### src/verilog/srtcs_pkg.sv
// Shared constants and types for the serial control and status block.
// Assumes a single 200 MHz clock; all rates come from enable pulses.
`default_nettype none
package srtcs_pkg;
	// ****************************************************************
	// Timing
	// ****************************************************************
	localparam int CLK_HZ = 200_000_000;
	localparam logic [15:0] BAUD_RST = 16'h0516;
	localparam logic [3:0] TICK_MID = 4'h7;
	localparam logic [3:0] TICK_LAST = 4'hf;
	localparam logic [3:0] LEN_NORM = 4'ha;
	localparam logic [3:0] LEN_LONG = 4'hd;
	localparam logic [3:0] DATA8 = 4'h8;
	localparam logic [3:0] DATA9 = 4'h9;

	// ****************************************************************
	// Register map and fields
	// ****************************************************************
	localparam logic [7:0] OFF_CTRL2 = 8'h00;
	localparam logic [7:0] OFF_STAT1 = 8'h04;
	localparam logic [7:0] OFF_DATA = 8'h08;
	localparam logic [7:0] OFF_CONF = 8'h0c;
	localparam logic [7:0] OFF_BAUD = 8'h10;
	localparam logic [7:0] OFF_ISTAT = 8'h14;
	localparam logic [7:0] OFF_IMASK = 8'h18;
	localparam logic [7:0] CTRL2_RST = 8'h00;
	localparam logic [7:0] CONF_RST = 8'h00;
	localparam logic [4:0] IMASK_RST = 5'h00;
	localparam int C2_TIE = 7;
	localparam int C2_TCIE = 6;
	localparam int C2_RIE = 5;
	localparam int C2_TE = 3;
	localparam int C2_RE = 2;
	localparam int C2_RWU = 1;
	localparam int C2_SBK = 0;
	localparam int CF_LOOP = 0;
	localparam int CF_LONG_BREAK_SELECT = 1;
	localparam int CF_WAKE = 2;
	localparam int CF_NINE = 3;
	localparam int EV_TXLOAD = 0;
	localparam int EV_TXDONE = 1;
	localparam int EV_RXCHAR = 2;
	localparam int EV_IDLE = 3;
	localparam int EV_WAKE = 4;
	localparam logic [1:0] RESP_OKAY = 2'h0;
	localparam logic [1:0] RESP_SLVERR = 2'h2;

	// ****************************************************************
	// Types
	// ****************************************************************
	typedef enum logic [1:0] {
		TXK_DATA = 2'b00,
		TXK_BREAK = 2'b01,
		TXK_IDLE = 2'b10
	} srtcs_txkind_e;
	typedef enum logic [1:0] {
		RX_IDLE = 2'b00,
		RX_START = 2'b01,
		RX_DATA = 2'b10
	} srtcs_rxstate_e;
	typedef struct packed {
		srtcs_txkind_e kind;
		logic [8:0] data;
		logic nine;
		logic long_brk;
	} srtcs_txreq_s;
	typedef struct packed {
		logic valid;
		logic [8:0] data;
	} srtcs_rxchar_s;

	// Bits in one frame: start, data and stop, or a break of that length, three more if long.
	function automatic logic [3:0] frame_bits(input logic nine,
		input logic long_sel);
		frame_bits = (long_sel ? LEN_LONG : LEN_NORM) + 4'(nine);
	endfunction
endpackage
`default_nettype wire

### src/verilog/srtcs_top.sv
// Serial control and status block with an AXI4-Lite register slave.
// Assumes one clock; the pins rxd_pin is asynchronous to it.
//
// Our own choices: the register addresses and the AXI4-Lite register port.
`timescale 1ns/1ps
`default_nettype none
module srtcs_top
	import srtcs_pkg::*;
(
	input wire logic clk,
	input wire logic rst_b,
	input wire logic [7:0] s_axi_awaddr,
	input wire logic s_axi_awvalid,
	output logic s_axi_awready,
	input wire logic [31:0] s_axi_wdata,
	input wire logic [3:0] s_axi_wstrb,
	input wire logic s_axi_wvalid,
	output logic s_axi_wready,
	output logic [1:0] s_axi_bresp,
	output logic s_axi_bvalid,
	input wire logic s_axi_bready,
	input wire logic [7:0] s_axi_araddr,
	input wire logic s_axi_arvalid,
	output logic s_axi_arready,
	output logic [31:0] s_axi_rdata,
	output logic [1:0] s_axi_rresp,
	output logic s_axi_rvalid,
	input wire logic s_axi_rready,
	input wire logic rxd_pin,
	output logic txd_pin,
	output logic txd_oe,
	output logic rxd_claim,
	output logic irq
);
	function automatic logic addr_ok(input logic [7:0] a);
		addr_ok = (a == OFF_CTRL2) || (a == OFF_STAT1) ||
			(a == OFF_DATA) || (a == OFF_CONF) || (a == OFF_BAUD) ||
			(a == OFF_ISTAT) || (a == OFF_IMASK);
	endfunction

	// ****************************************************************
	// AXI4-Lite slave
	// ****************************************************************
	logic aw_full_reg, w_full_reg, bvalid_reg, rvalid_reg;
	logic [7:0] aw_addr_reg;
	logic [31:0] w_data_reg, rdata_reg;
	logic [3:0] w_strb_reg;
	logic [1:0] bresp_reg, rresp_reg;
	logic [31:0] rd_word;

	assign s_axi_awready = !aw_full_reg && !bvalid_reg;
	assign s_axi_wready = !w_full_reg && !bvalid_reg;
	assign s_axi_arready = !rvalid_reg;
	wire wr_fire = aw_full_reg && w_full_reg && !bvalid_reg;
	wire rd_fire = s_axi_arvalid && s_axi_arready;
	wire wr_en8 = wr_fire && w_strb_reg[0];
	wire wr_ctrl = wr_en8 && (aw_addr_reg == OFF_CTRL2);
	wire wr_conf = wr_en8 && (aw_addr_reg == OFF_CONF);
	wire wr_imask = wr_en8 && (aw_addr_reg == OFF_IMASK);
	wire wr_baud = wr_fire && (w_strb_reg[1:0] == 2'h3) &&
		(aw_addr_reg == OFF_BAUD);
	wire data_wr = wr_en8 && (aw_addr_reg == OFF_DATA);
	wire st_rd = rd_fire && (s_axi_araddr == OFF_STAT1);
	wire data_rd = rd_fire && (s_axi_araddr == OFF_DATA);
	wire istat_rd = rd_fire && (s_axi_araddr == OFF_ISTAT);

	always_ff @(posedge clk) begin
		if (!rst_b) begin
			aw_full_reg <= 1'b0;
			w_full_reg <= 1'b0;
			bvalid_reg <= 1'b0;
			aw_addr_reg <= 8'h00;
			w_data_reg <= 32'h0000_0000;
			w_strb_reg <= 4'h0;
			bresp_reg <= RESP_OKAY;
		end else begin
			if (s_axi_awvalid && s_axi_awready) begin
				aw_full_reg <= 1'b1;
				aw_addr_reg <= s_axi_awaddr;
			end
			if (s_axi_wvalid && s_axi_wready) begin
				w_full_reg <= 1'b1;
				w_data_reg <= s_axi_wdata;
				w_strb_reg <= s_axi_wstrb;
			end
			if (wr_fire) begin
				aw_full_reg <= 1'b0;
				w_full_reg <= 1'b0;
				bvalid_reg <= 1'b1;
				bresp_reg <= addr_ok(aw_addr_reg) ? RESP_OKAY : RESP_SLVERR;
			end else if (s_axi_bready) begin
				bvalid_reg <= 1'b0;
			end
		end
	end

	always_ff @(posedge clk) begin
		if (!rst_b) begin
			rvalid_reg <= 1'b0;
			rdata_reg <= 32'h0000_0000;
			rresp_reg <= RESP_OKAY;
		end else if (rd_fire) begin
			rvalid_reg <= 1'b1;
			rdata_reg <= rd_word;
			rresp_reg <= addr_ok(s_axi_araddr) ? RESP_OKAY : RESP_SLVERR;
		end else if (s_axi_rready) begin
			rvalid_reg <= 1'b0;
		end
	end

	assign s_axi_bvalid = bvalid_reg;
	assign s_axi_bresp = bresp_reg;
	assign s_axi_rvalid = rvalid_reg;
	assign s_axi_rdata = rdata_reg;
	assign s_axi_rresp = rresp_reg;

	// ****************************************************************
	// Control, configuration and divider
	// ****************************************************************
	logic [7:0] ctrl_reg, conf_reg;
	logic [15:0] baud_reg, div_reg;
	logic [7:0] ctrl_next;
	logic rxd_meta_reg, rxd_sync_reg;
	logic wake;
	wire tx_on = ctrl_reg[C2_TE];
	wire rcv_on = ctrl_reg[C2_RE];
	wire standby = ctrl_reg[C2_RWU];
	wire break_queue = ctrl_reg[C2_SBK];
	wire loop_select = conf_reg[CF_LOOP];
	wire tick16 = (div_reg == 16'h0000);
	wire te_rise = wr_ctrl && w_data_reg[C2_TE] && !tx_on;
	wire brk_rise = wr_ctrl && w_data_reg[C2_SBK] && !break_queue;
	wire brk_wr1 = wr_ctrl && w_data_reg[C2_SBK];

	assign ctrl_next = wr_ctrl ? w_data_reg[7:0] :
		(ctrl_reg & ~(8'(wake) << C2_RWU));

	always_ff @(posedge clk) begin
		if (!rst_b) begin
			ctrl_reg <= CTRL2_RST;
			conf_reg <= CONF_RST;
			baud_reg <= BAUD_RST;
			div_reg <= BAUD_RST;
			rxd_meta_reg <= 1'b1;
			rxd_sync_reg <= 1'b1;
		end else begin
			ctrl_reg <= ctrl_next;
			if (wr_conf) conf_reg <= w_data_reg[7:0];
			if (wr_baud) baud_reg <= w_data_reg[15:0];
			div_reg <= tick16 ? baud_reg : div_reg - 16'h0001;
			rxd_meta_reg <= rxd_pin;
			rxd_sync_reg <= rxd_meta_reg;
		end
	end

	// ****************************************************************
	// Transmit side
	// ****************************************************************
	logic [8:0] txbuf_reg;
	logic txbuf_full_reg, tx_buffer_empty_reg, tx_buffer_empty_arm_reg, tc_reg, tc_arm_reg;
	logic brk_pend_reg, idle_pend_reg;
	logic tx_busy, tx_txd;
	srtcs_txreq_s tx_req;
	wire shifter_free = tx_on && !tx_busy;
	wire start_idle = shifter_free && idle_pend_reg;
	// keep queuing breaks while the bit stays at one
	// a break may start again just before software clears the bit
	wire start_brk = shifter_free && !idle_pend_reg &&
		(brk_pend_reg || break_queue);
	wire tx_load = shifter_free && !idle_pend_reg && !brk_pend_reg &&
		!break_queue && txbuf_full_reg;
	wire tx_start = start_idle || start_brk || tx_load;
	// clear only after an armed status read
	wire tx_buffer_empty_clr = tx_buffer_empty_arm_reg && data_wr;
	// idle with nothing pending
	// A clearing action starts new activity, so it must not set the flag.
	wire tc_set = tx_buffer_empty_reg && !tx_busy && !tx_start && !idle_pend_reg &&
		!brk_pend_reg && !break_queue && !txbuf_full_reg &&
		!data_wr && !te_rise && !brk_wr1;
	// three clearing actions after an armed read
	wire tc_clr = tc_arm_reg && (data_wr || te_rise || brk_wr1);

	assign tx_req.kind = start_idle ? TXK_IDLE :
		start_brk ? TXK_BREAK : TXK_DATA;
	assign tx_req.data = txbuf_reg;
	assign tx_req.nine = conf_reg[CF_NINE];
	assign tx_req.long_brk = conf_reg[CF_LONG_BREAK_SELECT];

	always_ff @(posedge clk) begin
		if (!rst_b) begin
			txbuf_reg <= 9'h000;
			txbuf_full_reg <= 1'b0;
			brk_pend_reg <= 1'b0;
			idle_pend_reg <= 1'b0;
		end else begin
			if (data_wr) txbuf_reg <= w_data_reg[8:0];
			txbuf_full_reg <= data_wr || (txbuf_full_reg && !tx_load);
			// a rising write queues one break even if cleared at once
			brk_pend_reg <= brk_rise || (brk_pend_reg && !start_brk);
			idle_pend_reg <= te_rise || (idle_pend_reg && !start_idle);
		end
	end

	// Setting terms win over clears so no event is lost.
	always_ff @(posedge clk) begin
		if (!rst_b) begin
			tx_buffer_empty_reg <= 1'b1;
			tc_reg <= 1'b1;
			tx_buffer_empty_arm_reg <= 1'b0;
			tc_arm_reg <= 1'b0;
		end else begin
			// set when the buffer moves to the shifter
			tx_buffer_empty_reg <= tx_load || (tx_buffer_empty_reg && !tx_buffer_empty_clr);
			tc_reg <= tc_set || (tc_reg && !tc_clr);
			tx_buffer_empty_arm_reg <= (st_rd && tx_buffer_empty_reg) || (tx_buffer_empty_arm_reg && !tx_buffer_empty_clr);
			tc_arm_reg <= (st_rd && tc_reg) || (tc_arm_reg && !tc_clr);
		end
	end

	srtcs_tx u_tx (
		.clk(clk),
		.rst_b(rst_b),
		.tick16(tick16),
		.start(tx_start),
		.req(tx_req),
		.busy(tx_busy),
		.txd(tx_txd)
	);

	// The pin stays driven until the last frame ends after enable drops.
	assign txd_pin = tx_txd;
	assign txd_oe = tx_on || tx_busy;

	// ****************************************************************
	// Receive side
	// ****************************************************************
	logic [8:0] rxdata_reg;
	logic rx_buffer_full_reg, rx_buffer_full_arm_reg;
	srtcs_rxchar_s rx_chr;
	logic rx_idle;
	// pin claimed only when on and not looped
	assign rxd_claim = rcv_on && !loop_select;
	wire rx_in = loop_select ? tx_txd : rxd_sync_reg;
	wire rx_msb = conf_reg[CF_NINE] ? rx_chr.data[8] : rx_chr.data[7];
	wire addr_wake = standby && conf_reg[CF_WAKE] && rx_chr.valid && rx_msb;
	assign wake = standby && (conf_reg[CF_WAKE] ? (rx_chr.valid && rx_msb) :
		rx_idle);
	// characters in standby are dropped unless they wake the receiver
	wire rx_take = rx_chr.valid && rcv_on && (!standby || addr_wake);
	// read status armed, then read data
	wire rx_buffer_full_clr = rx_buffer_full_arm_reg && data_rd;

	always_ff @(posedge clk) begin
		if (!rst_b) begin
			rxdata_reg <= 9'h000;
			rx_buffer_full_reg <= 1'b0;
			rx_buffer_full_arm_reg <= 1'b0;
		end else begin
			if (rx_take) rxdata_reg <= rx_chr.data;
			rx_buffer_full_reg <= rx_take || (rx_buffer_full_reg && !rx_buffer_full_clr);
			rx_buffer_full_arm_reg <= (st_rd && rx_buffer_full_reg) || (rx_buffer_full_arm_reg && !rx_buffer_full_clr);
		end
	end

	srtcs_rx u_rx (
		.clk(clk),
		.rst_b(rst_b),
		.tick16(tick16),
		.enable(rcv_on),
		.rxd(rx_in),
		.nine(conf_reg[CF_NINE]),
		.chr(rx_chr),
		.idle_pulse(rx_idle)
	);

	// ****************************************************************
	// Interrupts and read data
	// ****************************************************************
	logic [4:0] istat_reg, imask_reg, events;
	logic irq_reg;
	wire [7:0] status1 = {tx_buffer_empty_reg, tc_reg, rx_buffer_full_reg, 5'h00};
	assign events = {wake, rx_idle, rx_take, tc_set && !tc_reg, tx_load};
	wire irq_next = (|(istat_reg & imask_reg)) ||
		(ctrl_reg[C2_TIE] && tx_buffer_empty_reg) || (ctrl_reg[C2_TCIE] && tc_reg) ||
		(ctrl_reg[C2_RIE] && rx_buffer_full_reg);

	always_ff @(posedge clk) begin
		if (!rst_b) begin
			istat_reg <= 5'h00;
			imask_reg <= IMASK_RST;
			irq_reg <= 1'b0;
		end else begin
			istat_reg <= events | (istat_reg & ~{5{istat_rd}});
			if (wr_imask) imask_reg <= w_data_reg[4:0];
			irq_reg <= irq_next;
		end
	end
	assign irq = irq_reg;

	// status one is read-only; its offset has no write path
	assign rd_word = (s_axi_araddr == OFF_CTRL2) ? 32'(ctrl_reg) :
		(s_axi_araddr == OFF_STAT1) ? 32'(status1) :
		(s_axi_araddr == OFF_DATA) ? 32'(rxdata_reg) :
		(s_axi_araddr == OFF_CONF) ? 32'(conf_reg) :
		(s_axi_araddr == OFF_BAUD) ? 32'(baud_reg) :
		(s_axi_araddr == OFF_ISTAT) ? 32'(istat_reg) :
		(s_axi_araddr == OFF_IMASK) ? 32'(imask_reg) : 32'h0000_0000;
endmodule
`default_nettype wire

### src/verilog/srtcs_tx.sv
// Transmit shifter: sends one data, break or idle frame per start pulse.
// Assumes tick16 pulses at sixteen times the bit rate.
`timescale 1ns/1ps
`default_nettype none
module srtcs_tx
	import srtcs_pkg::*;
(
	input wire logic clk,
	input wire logic rst_b,
	input wire logic tick16,
	input wire logic start,
	input wire srtcs_txreq_s req,
	output logic busy,
	output logic txd
);
	logic [14:0] shift_reg;
	logic [3:0] bits_reg;
	logic [3:0] sub_reg;
	logic busy_reg;
	logic [14:0] frame_w;
	logic [3:0] len_w;
	wire bit_end = tick16 && (sub_reg == TICK_LAST);

	assign len_w = frame_bits(req.nine,
		(req.kind == TXK_BREAK) && req.long_brk);
	// Only the low len_w bits of a break are zero, so the line goes high after.
	assign frame_w = (req.kind == TXK_BREAK) ? (15'h7fff << len_w) :
		(req.kind == TXK_IDLE) ? 15'h7fff :
		req.nine ? {4'hf, 1'b1, req.data, 1'b0} :
		{5'h1f, 1'b1, req.data[7:0], 1'b0};

	// The line idles high because ones refill the shifter from the top.
	always_ff @(posedge clk) begin
		if (!rst_b) begin
			shift_reg <= 15'h7fff;
			bits_reg <= 4'h0;
			sub_reg <= 4'h0;
			busy_reg <= 1'b0;
		end else if (start && !busy_reg) begin
			shift_reg <= frame_w;
			bits_reg <= len_w;
			sub_reg <= 4'h0;
			busy_reg <= 1'b1;
		end else if (busy_reg && tick16) begin
			sub_reg <= sub_reg + 4'h1;
			if (bit_end) begin
				shift_reg <= {1'b1, shift_reg[14:1]};
				bits_reg <= bits_reg - 4'h1;
				busy_reg <= (bits_reg != 4'h1);
			end
		end
	end

	assign busy = busy_reg;
	assign txd = shift_reg[0];
endmodule
`default_nettype wire

### src/verilog/srtcs_rx.sv
// Receive shifter with idle-line detection.
// Assumes rxd is already synchronised and tick16 is 16x the bit rate.
`timescale 1ns/1ps
`default_nettype none
module srtcs_rx
	import srtcs_pkg::*;
(
	input wire logic clk,
	input wire logic rst_b,
	input wire logic tick16,
	input wire logic enable,
	input wire logic rxd,
	input wire logic nine,
	output srtcs_rxchar_s chr,
	output logic idle_pulse
);
	srtcs_rxstate_e state_reg;
	logic [3:0] sub_reg;
	logic [3:0] bits_reg;
	logic [3:0] idle_reg;
	logic [8:0] shift_reg;
	logic active_reg;
	srtcs_rxchar_s chr_reg;
	logic idle_p_reg;
	wire [3:0] nbits = nine ? DATA9 : DATA8;
	wire [3:0] idle_len = frame_bits(nine, 1'b0);

	// Idle is reported once per burst of activity, not every frame time.
	always_ff @(posedge clk) begin
		if (!rst_b || !enable) begin
			state_reg <= RX_IDLE;
			sub_reg <= 4'h0;
			bits_reg <= 4'h0;
			idle_reg <= 4'h0;
			shift_reg <= 9'h000;
			active_reg <= 1'b0;
			chr_reg <= '0;
			idle_p_reg <= 1'b0;
		end else begin
			chr_reg.valid <= 1'b0;
			idle_p_reg <= 1'b0;
			if (tick16) begin
				sub_reg <= sub_reg + 4'h1;
				case (state_reg)
				RX_IDLE: begin
					if (!rxd) begin
						state_reg <= RX_START;
						sub_reg <= 4'h0;
						idle_reg <= 4'h0;
						active_reg <= 1'b1;
					end else if (sub_reg == TICK_LAST && idle_reg != idle_len) begin
						idle_reg <= idle_reg + 4'h1;
						if (idle_reg == idle_len - 4'h1 && active_reg) begin
							idle_p_reg <= 1'b1;
							active_reg <= 1'b0;
						end
					end
				end
				RX_START: begin
					if (sub_reg == TICK_MID) begin
						sub_reg <= 4'h0;
						bits_reg <= 4'h0;
						state_reg <= rxd ? RX_IDLE : RX_DATA;
					end
				end
				RX_DATA: begin
					if (sub_reg == TICK_LAST) begin
						if (bits_reg == nbits) begin
							state_reg <= RX_IDLE;
							chr_reg.valid <= 1'b1;
							chr_reg.data <= nine ? shift_reg :
								{1'b0, shift_reg[8:1]};
						end else begin
							shift_reg <= {rxd, shift_reg[8:1]};
							bits_reg <= bits_reg + 4'h1;
						end
					end
				end
				default: state_reg <= RX_IDLE;
				endcase
			end
		end
	end

	assign chr = chr_reg;
	assign idle_pulse = idle_p_reg;
endmodule
`default_nettype wire

### config.mk
export PLATFORM = sky130hd
export DESIGN_NAME = srtcs_top
export DESIGN_NICKNAME = d
export VERILOG_FILES = /design/src/verilog/srtcs_pkg.sv /design/src/verilog/srtcs_top.sv /design/src/verilog/srtcs_tx.sv /design/src/verilog/srtcs_rx.sv
export SDC_FILE = /design/constraint.sdc
export NUM_CORES = 1
export LEC_CHECK = 0
export BUFFER_PORTS_ARGS = -buffer_cell sky130_fd_sc_hd__buf_4
export CAP_MARGIN = 40
export CORE_MARGIN = 5
export CORE_UTILIZATION = 60
export CTS_CLUSTER_SIZE = 28
export DETAILED_ROUTE_END_ITERATION = 7
export GPL_ROUTABILITY_DRIVEN = 0
export GPL_TIMING_DRIVEN = 1
export PLACE_DENSITY = 0.84
export SYNTH_ARGS = -nofsm -noshare
export SYNTH_HDL_FRONTEND = slang
export SYNTH_HIERARCHICAL = 1
export SYNTH_SLANG_ARGS = --single-unit
### constraint.sdc
create_clock -name clk -period 5.85 [get_ports clk]
set_input_delay 0.2925 -clock clk [delete_from_list [all_inputs] [get_ports clk]]
set_output_delay 0.2925 -clock clk [all_outputs]
set_load 0.02 [all_outputs]
==> flow_summary.yaml, run 1 <==
synthesis:
  synth_async_sr_flop_share_pct: 0
  postSynthRegisterBits: 195
  syn-instance-count: 1008
  ys_seq_area_share_pct: 42.81
  largest_area_contributor_in_the_synthesized_netlist: "dfxtp_1"
  synth.top_cells.by_area: "dfxtp_1, mux2i_1, nand2_1"
  post_synth_xor_area_fraction_pct: 1.619
  synth_edf_count: 0
  synthesized_area_fraction_occupied_by_ao_oa_aoi_and_oai_cells_pct: 18.17
  synth.area.mux_share_pct: 10.18
  post-synth-top-area-fraction_pct: 42.81
  synth_commonest_cells: "dfxtp_1, nand2_1, nor2_1"
  synth_ff_type: "dfxtp_1"
  dominant_cell_by_count_in_the_synthesized_netlist: "dfxtp_1"
  synth_cell_types: 83
  synth_area_per_cell_sq_um: 9.046
  dominant_combinational_cell_family_by_area_after_synthesis: "simple AND/OR/NAND/NOR gates"
  synth_fa_ha_area_share_pct: 1.235
  synth.cell_area_sq_mm: 0.009119
  synth.yosys.warnings: 6
  synthSimpleGateAreaFrac_pct: 19.83
placed_design:
  dp.final_hpwl_um: 14420
  placed_cells: 1207
  detailedPlace.worstSlack_ns: 2.481
  buffer_ports.inserted: 68
critical_path:
  timing.critical_path.arrival_ns: 3.80
  crit-reg2reg-capture: "u_rx/chr[2]"
  setup.worst_path.end_class: "register"
  critical_path_required_ns: 6.20
  worst_setup_path_startpoint: "div_reg[0]"
  crit_start_category: "register"
  rrSetupSlack_ns: 2.40
  r2r_cells: 10
  rr_startpoint: "div_reg[0]"
  critPathMaxFanout: 20
  type_of_the_worst_setup_path: "reg -> reg"
power_and_ir_drop:
  power.clock.fraction_pct: 43.8
  power_per_cell_area_mw_per_mm2: 267.3
  p_switching_uw: 663.1
  total_power_uw: 2710
  power.share.sequential_pct: 50.6
  vdd_drop_max_mv: 0.2119
  combPwrFrac_pct: 5.6
  p_int_uw: 2047
  static-leakage-power_uw: 0.003640
  swShare_pct: 24.47
clocking:
  clock_latency_ns: 0.43
  tritoncts.num_buffers: 17
  worst_setup_hold_path_clk_slew_ns: 0.07
  cts_resized: 0
  cts_tree: "done"
  postCtsSetupBuffers: 0
  clk_root_buffer_cell: "clkbuf_16"
  cts_sinks: 195
  h-tree-depth: 4
  cts_hold_buffers: 0
  max_root_sink_buffers: 2
route:
  drc_viols: 0
  post_drt_wl_per_cell_um: 17.69
  drt_pass1_iterations: 6
  drtAntennaViolNets: 0
  drt_iter0_markers: 758
  avgViaCountPerCell: 6.111
  postRouteWirelength_um: 21900
  via_count: 7565
sta:
  slew_viol_final: 0
  final.setup.worst_slack_ns: 2.403
  tns_ns: 0
  period_needed_ns: 3.447
  final.setup_skew_ns: 0.01058
  slew-limit-headroom_pct: 40.87
  grt_setup_unrepaired: "false"
  layout_worst_path_cycle_share_pct: 58.93
  fmaxAchievable_mhz: 290.1
  worst_pin_slew_ns: 0.8804
  final.hold.worst_slack_ns: 0.03824
  report.final.setup_viol: 0
  timing.final.hold_violations: 0
status:
  run_status: "completed"
grt:
  grt.overflow.total: 0
  groute.usage.overall_pct: 24.41
  grt_start_max_net_pins: 72
  first_global_vias: 7133
  global_route_wire_length_before_repair_um: 35840
  grt_antenna_before_repair: 0
finish:
  fin_nets: 1107
  areaGrowthSynthToFinish_pct: 11.17
  layout-drive-gt1-share_pct: 14.76
  layout.cells.non_filler: 1238
  count_of_antenna_diodes_in_the_layout: 0
job:
  maxCapViolations: 0
die:
  floorplan.die.width_um: 133.3
  design.portCount: 105
  core.rowCount: 45
  initial_standard_cell_utilization_of_the_core_pct: 60.66
  fp.coreArea_sq_mm: 0.01503
  die_area_sq_mm: 0.01776
  vert_die_dim_um: 133.3
min_path:
  worstHoldPathType: "in -> reg"
  min_to: "rxd_meta_reg"
  timing.hold.worst.start: "rxd_pin"
  whs_path_depth: 2
power groups by stage:
stage               clock network [uW]  registers (uW)  logic, uW
detailed placement                   0            1400        150
floorplan                            0            1390        113
CTS                               1190            1370        152
global placement                     0            1400        148
global route                      1250            1370        168
finish                            1190            1370        153
routing by layer:
metal / GRT usage, % / wire length [um] / up-vias
li1: - / - / 3670
met1: 32.12 / 9509 / 3576
met2: 39.56 / 10420 / 277
met3: 5.438 / 1442 / 42
met4: 8.971 / 529 / 0
met5: 0 / 0 / -
critical path: stages (launching register included):
cell and delay (ns):
dfxtp_1 0.35, inv_1 0.09, ha_1 0.16, or4b_2 0.62
or4_1 0.44, nor3_2 0.11, buf_4 0.28, nand3b_1 0.13
and4bb_1 0.81, nor2_1 0.12, a211oi_2 0.23
cells by family after synthesis:
kind of cell	count (synthesis)
buf+inv	109
other cells	1
xor+xnor	16
simple gates	359
fa+ha+maj	9
mux	92
flops	195
compound gates	227
through the flow:
stage                     cell area [sq um]  util, %
after floorplan                        9183        -
after global placement                 9529    63.39
after detailed placement               9545    63.50
after CTS                             10140    67.43
after global routing                  10140    67.43
final                                 10140    67.43
worst max path at each step:
stage                            end  slack [ns]
global placement         u_rx/chr[5]        2.54
global route             u_rx/chr[1]        2.19
floorplan           u_rx/bits_reg[0]        3.03
detailed placement       u_rx/chr[5]        2.48
finish                   u_rx/chr[2]        2.40
CTS                      u_rx/chr[2]        2.42
final cells by class:
class / count / area (sq um)
Fill cell: 1182 / 4896
Sequential cell: 195 / 3904
Multi-Input combinational cell: 721 / 4726
Inverter: 25 / 93.84
Timing Repair Buffer: 78 / 586.8
Clock inverter: 13 / 162.7
Clock buffer: 18 / 429.2
Tap cell: 188 / 235.2
layout by cell type, fill, tap and decap left out, types with 8 or more instances in the layout:
master	n
and3_1	8
conb_1	18
o21ai_0	29
nand2_1	117
nand3b_1	9
a31oi_1	12
nor2_1	109
nand2b_1	12
o311ai_2	9
inv_1	23
a21oi_1	56
nor3_1	15
ha_1	9
a22oi_1	14
buf_4	76
nand3_1	15
a211oi_1	11
nand4_1	10
dfxtp_1	195
mux2i_1	86
xor2_1	9
clkbuf_16	17
a211oi_2	8
o211ai_1	17
Power figures use the tool's default switching activity.
==> run 2, diff against run 1 <==
CORE_UTILIZATION = 59   (was 60)
PLACE_DENSITY = 0.82   (was 0.84)
clock period = 3.3 ns   (was 5.85 ns; I/O delays follow)
==> run 2 against run 1 <==
Compared with the run above: combinational power rose by 96%; critical path depth did not move; clock power rose by 70%; non-clock buffer count rose by 37; die area rose by 1.6%; wire length rose by 0.29%; cell count rose by 3.1%; count of clock-buffer cells in the layout rose by 2; sequential cell count did not move; register-to-register slack got worse by 2.2 ns; fmax rose by 12%; critical endpoint is now u_rx/idle_reg[2]; largest power group unchanged.
==> flow_summary.yaml, run 2 (synthesized netlist as in run 1, its figures left out) <==
finish:
  layout.cells.non_filler: 1276
  layout_commonest_cell: "dfxtp_1"
  areaGrowthSynthToFinish_pct: 15.07
  fin_nets: 1144
  leading_cell_types_in_the_layout_fill_and_taps_excluded: "dfxtp_1, nand2_1, nor2_1"
  layout-drive-gt1-share_pct: 15.26
  count_of_antenna_diodes_in_the_layout: 0
critical_path:
  critical_path_required_ns: 3.66
  type_of_the_worst_setup_path: "reg -> reg"
  timing.critical_path.arrival_ns: 3.43
  setup.worst_path.end_class: "register"
  critPathMaxFanout: 20
  crit_start_category: "register"
die:
  fp.coreArea_sq_mm: 0.01520
  die_area_sq_mm: 0.01804
  core.rowCount: 45
  floorplan.die.width_um: 134.3
  initial_standard_cell_utilization_of_the_core_pct: 59.98
  design.portCount: 105
  vert_die_dim_um: 134.3
grt:
  grt_start_max_net_pins: 45
  groute.usage.overall_pct: 24.49
  grt_antenna_before_repair: 0
  grt.overflow.total: 0
  grt-busiest-layer: "met2"
  first_global_vias: 7187
  global_route_wire_length_before_repair_um: 36090
  gr-usage-met1_pct: 32.86
  use_met2_pct: 39.83
  globalRouteMet3Util_pct: 4.164
route:
  drt_pass1_iterations: 5
  post_drt_wl_per_cell_um: 17.21
  drtAntennaViolNets: 0
  avgViaCountPerCell: 6.042
  drt_iter0_markers: 605
  via_count: 7710
  drc_viols: 0
  postRouteWirelength_um: 21960
clocking:
  clk_root_buffer_cell: "clkbuf_16"
  max_root_sink_buffers: 2
  cts_sinks: 195
  clock_latency_ns: 0.44
  h-tree-depth: 4
  postCtsSetupBuffers: 0
  cts_tree: "done"
  worst_setup_hold_path_clk_slew_ns: 0.07
  tritoncts.num_buffers: 17
sta:
  slew-limit-headroom_pct: 38.73
  period_needed_ns: 3.075
  fmaxAchievable_mhz: 325.2
  grt_setup_unrepaired: "false"
  tns_ns: 0
  slew_viol_final: 0
  worst_pin_slew_ns: 0.9063
  report.final.setup_viol: 0
  timing.final.hold_violations: 0
  layout_worst_path_cycle_share_pct: 93.17
  final.setup_skew_ns: 0.01111
job:
  maxCapViolations: 0
min_path:
  worstHoldPathType: "in -> reg"
power_and_ir_drop:
  power_per_cell_area_mw_per_mm2: 453.4
  vdd_drop_max_mv: 0.4197
  static-leakage-power_uw: 0.003793
placed_design:
  dp.final_hpwl_um: 14460
  placed_cells: 1217
  buffer_ports.inserted: 68
status:
  run_status: "completed"
run 2: cell types whose count changed in the layout (fill, tap and decap cells not counted), sizes merged:
cell	change
inv	-4
clkbuf	+2
buf	+10
dlygate4sd3	+27
clkinv	+4
bufinv	-1
run 2: path summary, 6_finish.rpt:
kind | from | endpoint | slack (ns) | depth (start not counted)
max | div_reg[0] | u_rx/idle_reg[2] | 0.23 | 10
min | s_axi_wdata[3] | w_data_reg[3] | 0.01 | 3
max reg2reg | div_reg[0] | u_rx/idle_reg[2] | 0.23 | 10
min reg2reg | rxd_meta_reg | rxd_sync_reg | 0.41 | 1
run 2: per-layer routing:
metal / up-vias / wire, um
li1: 3726 / -
met4: 0 / 546
met1: 3708 / 9569
met2: 236 / 10510
met5: - / 0
met3: 40 / 1334
run 2: timing repair:
action,CTS,global route
hold buffers,27,0
setup endpoints to repair,0,1
hold endpoints to repair,27,0
resized for setup,0,1
run 2: final cells by class:
cell class | count | area, sq um
Clock inverter | 12 | 125.1
Tap cell | 188 | 235.2
Timing Repair Buffer | 115 | 955.9
Fill cell | 1179 | 4710
Clock buffer | 20 | 446.7
Multi-Input combinational cell | 721 | 4732
Sequential cell | 195 | 3904
Inverter | 25 | 93.84
run 2: worst max-delay path, cell delays in order (launching register included):
cell     delay [ns]
dfxtp_1        0.34
inv_1          0.09
ha_1           0.15
or4b_2         0.63
or4_1          0.43
nor3_2         0.19
buf_12         0.19
or3b_1         0.45
nor3b_1        0.25
nand3_1        0.10
a31oi_1        0.17
run 2: stage by stage:
step                      hold slack, ns  power (uW)  instance area, sq um  utilization, %  setup WS (ns)
after floorplan                   0.2665        2669                  9183               -         0.4810
after global placement            0.3513        2747                  9644           63.44         0.3097
after detailed placement          0.3541        2753                  9644           63.44         0.2644
after CTS                       0.001725        4765                 10490           68.98         0.2402
after global routing             0.02690        4895                 10490           69.02        0.01620
final                            0.01369        4757                 10490           69.02         0.2254
run 2: where the power goes:
group | leakage [uW] | internal [uW] | switching [uW] | total [uW]
combinational | 0.00194 | 122 | 178 | 300
sequential | 0.00158 | 2390 | 48.3 | 2430
clock | 0.000276 | 1080 | 944 | 2020
total | 0.00379 | 3590 | 1170 | 4760
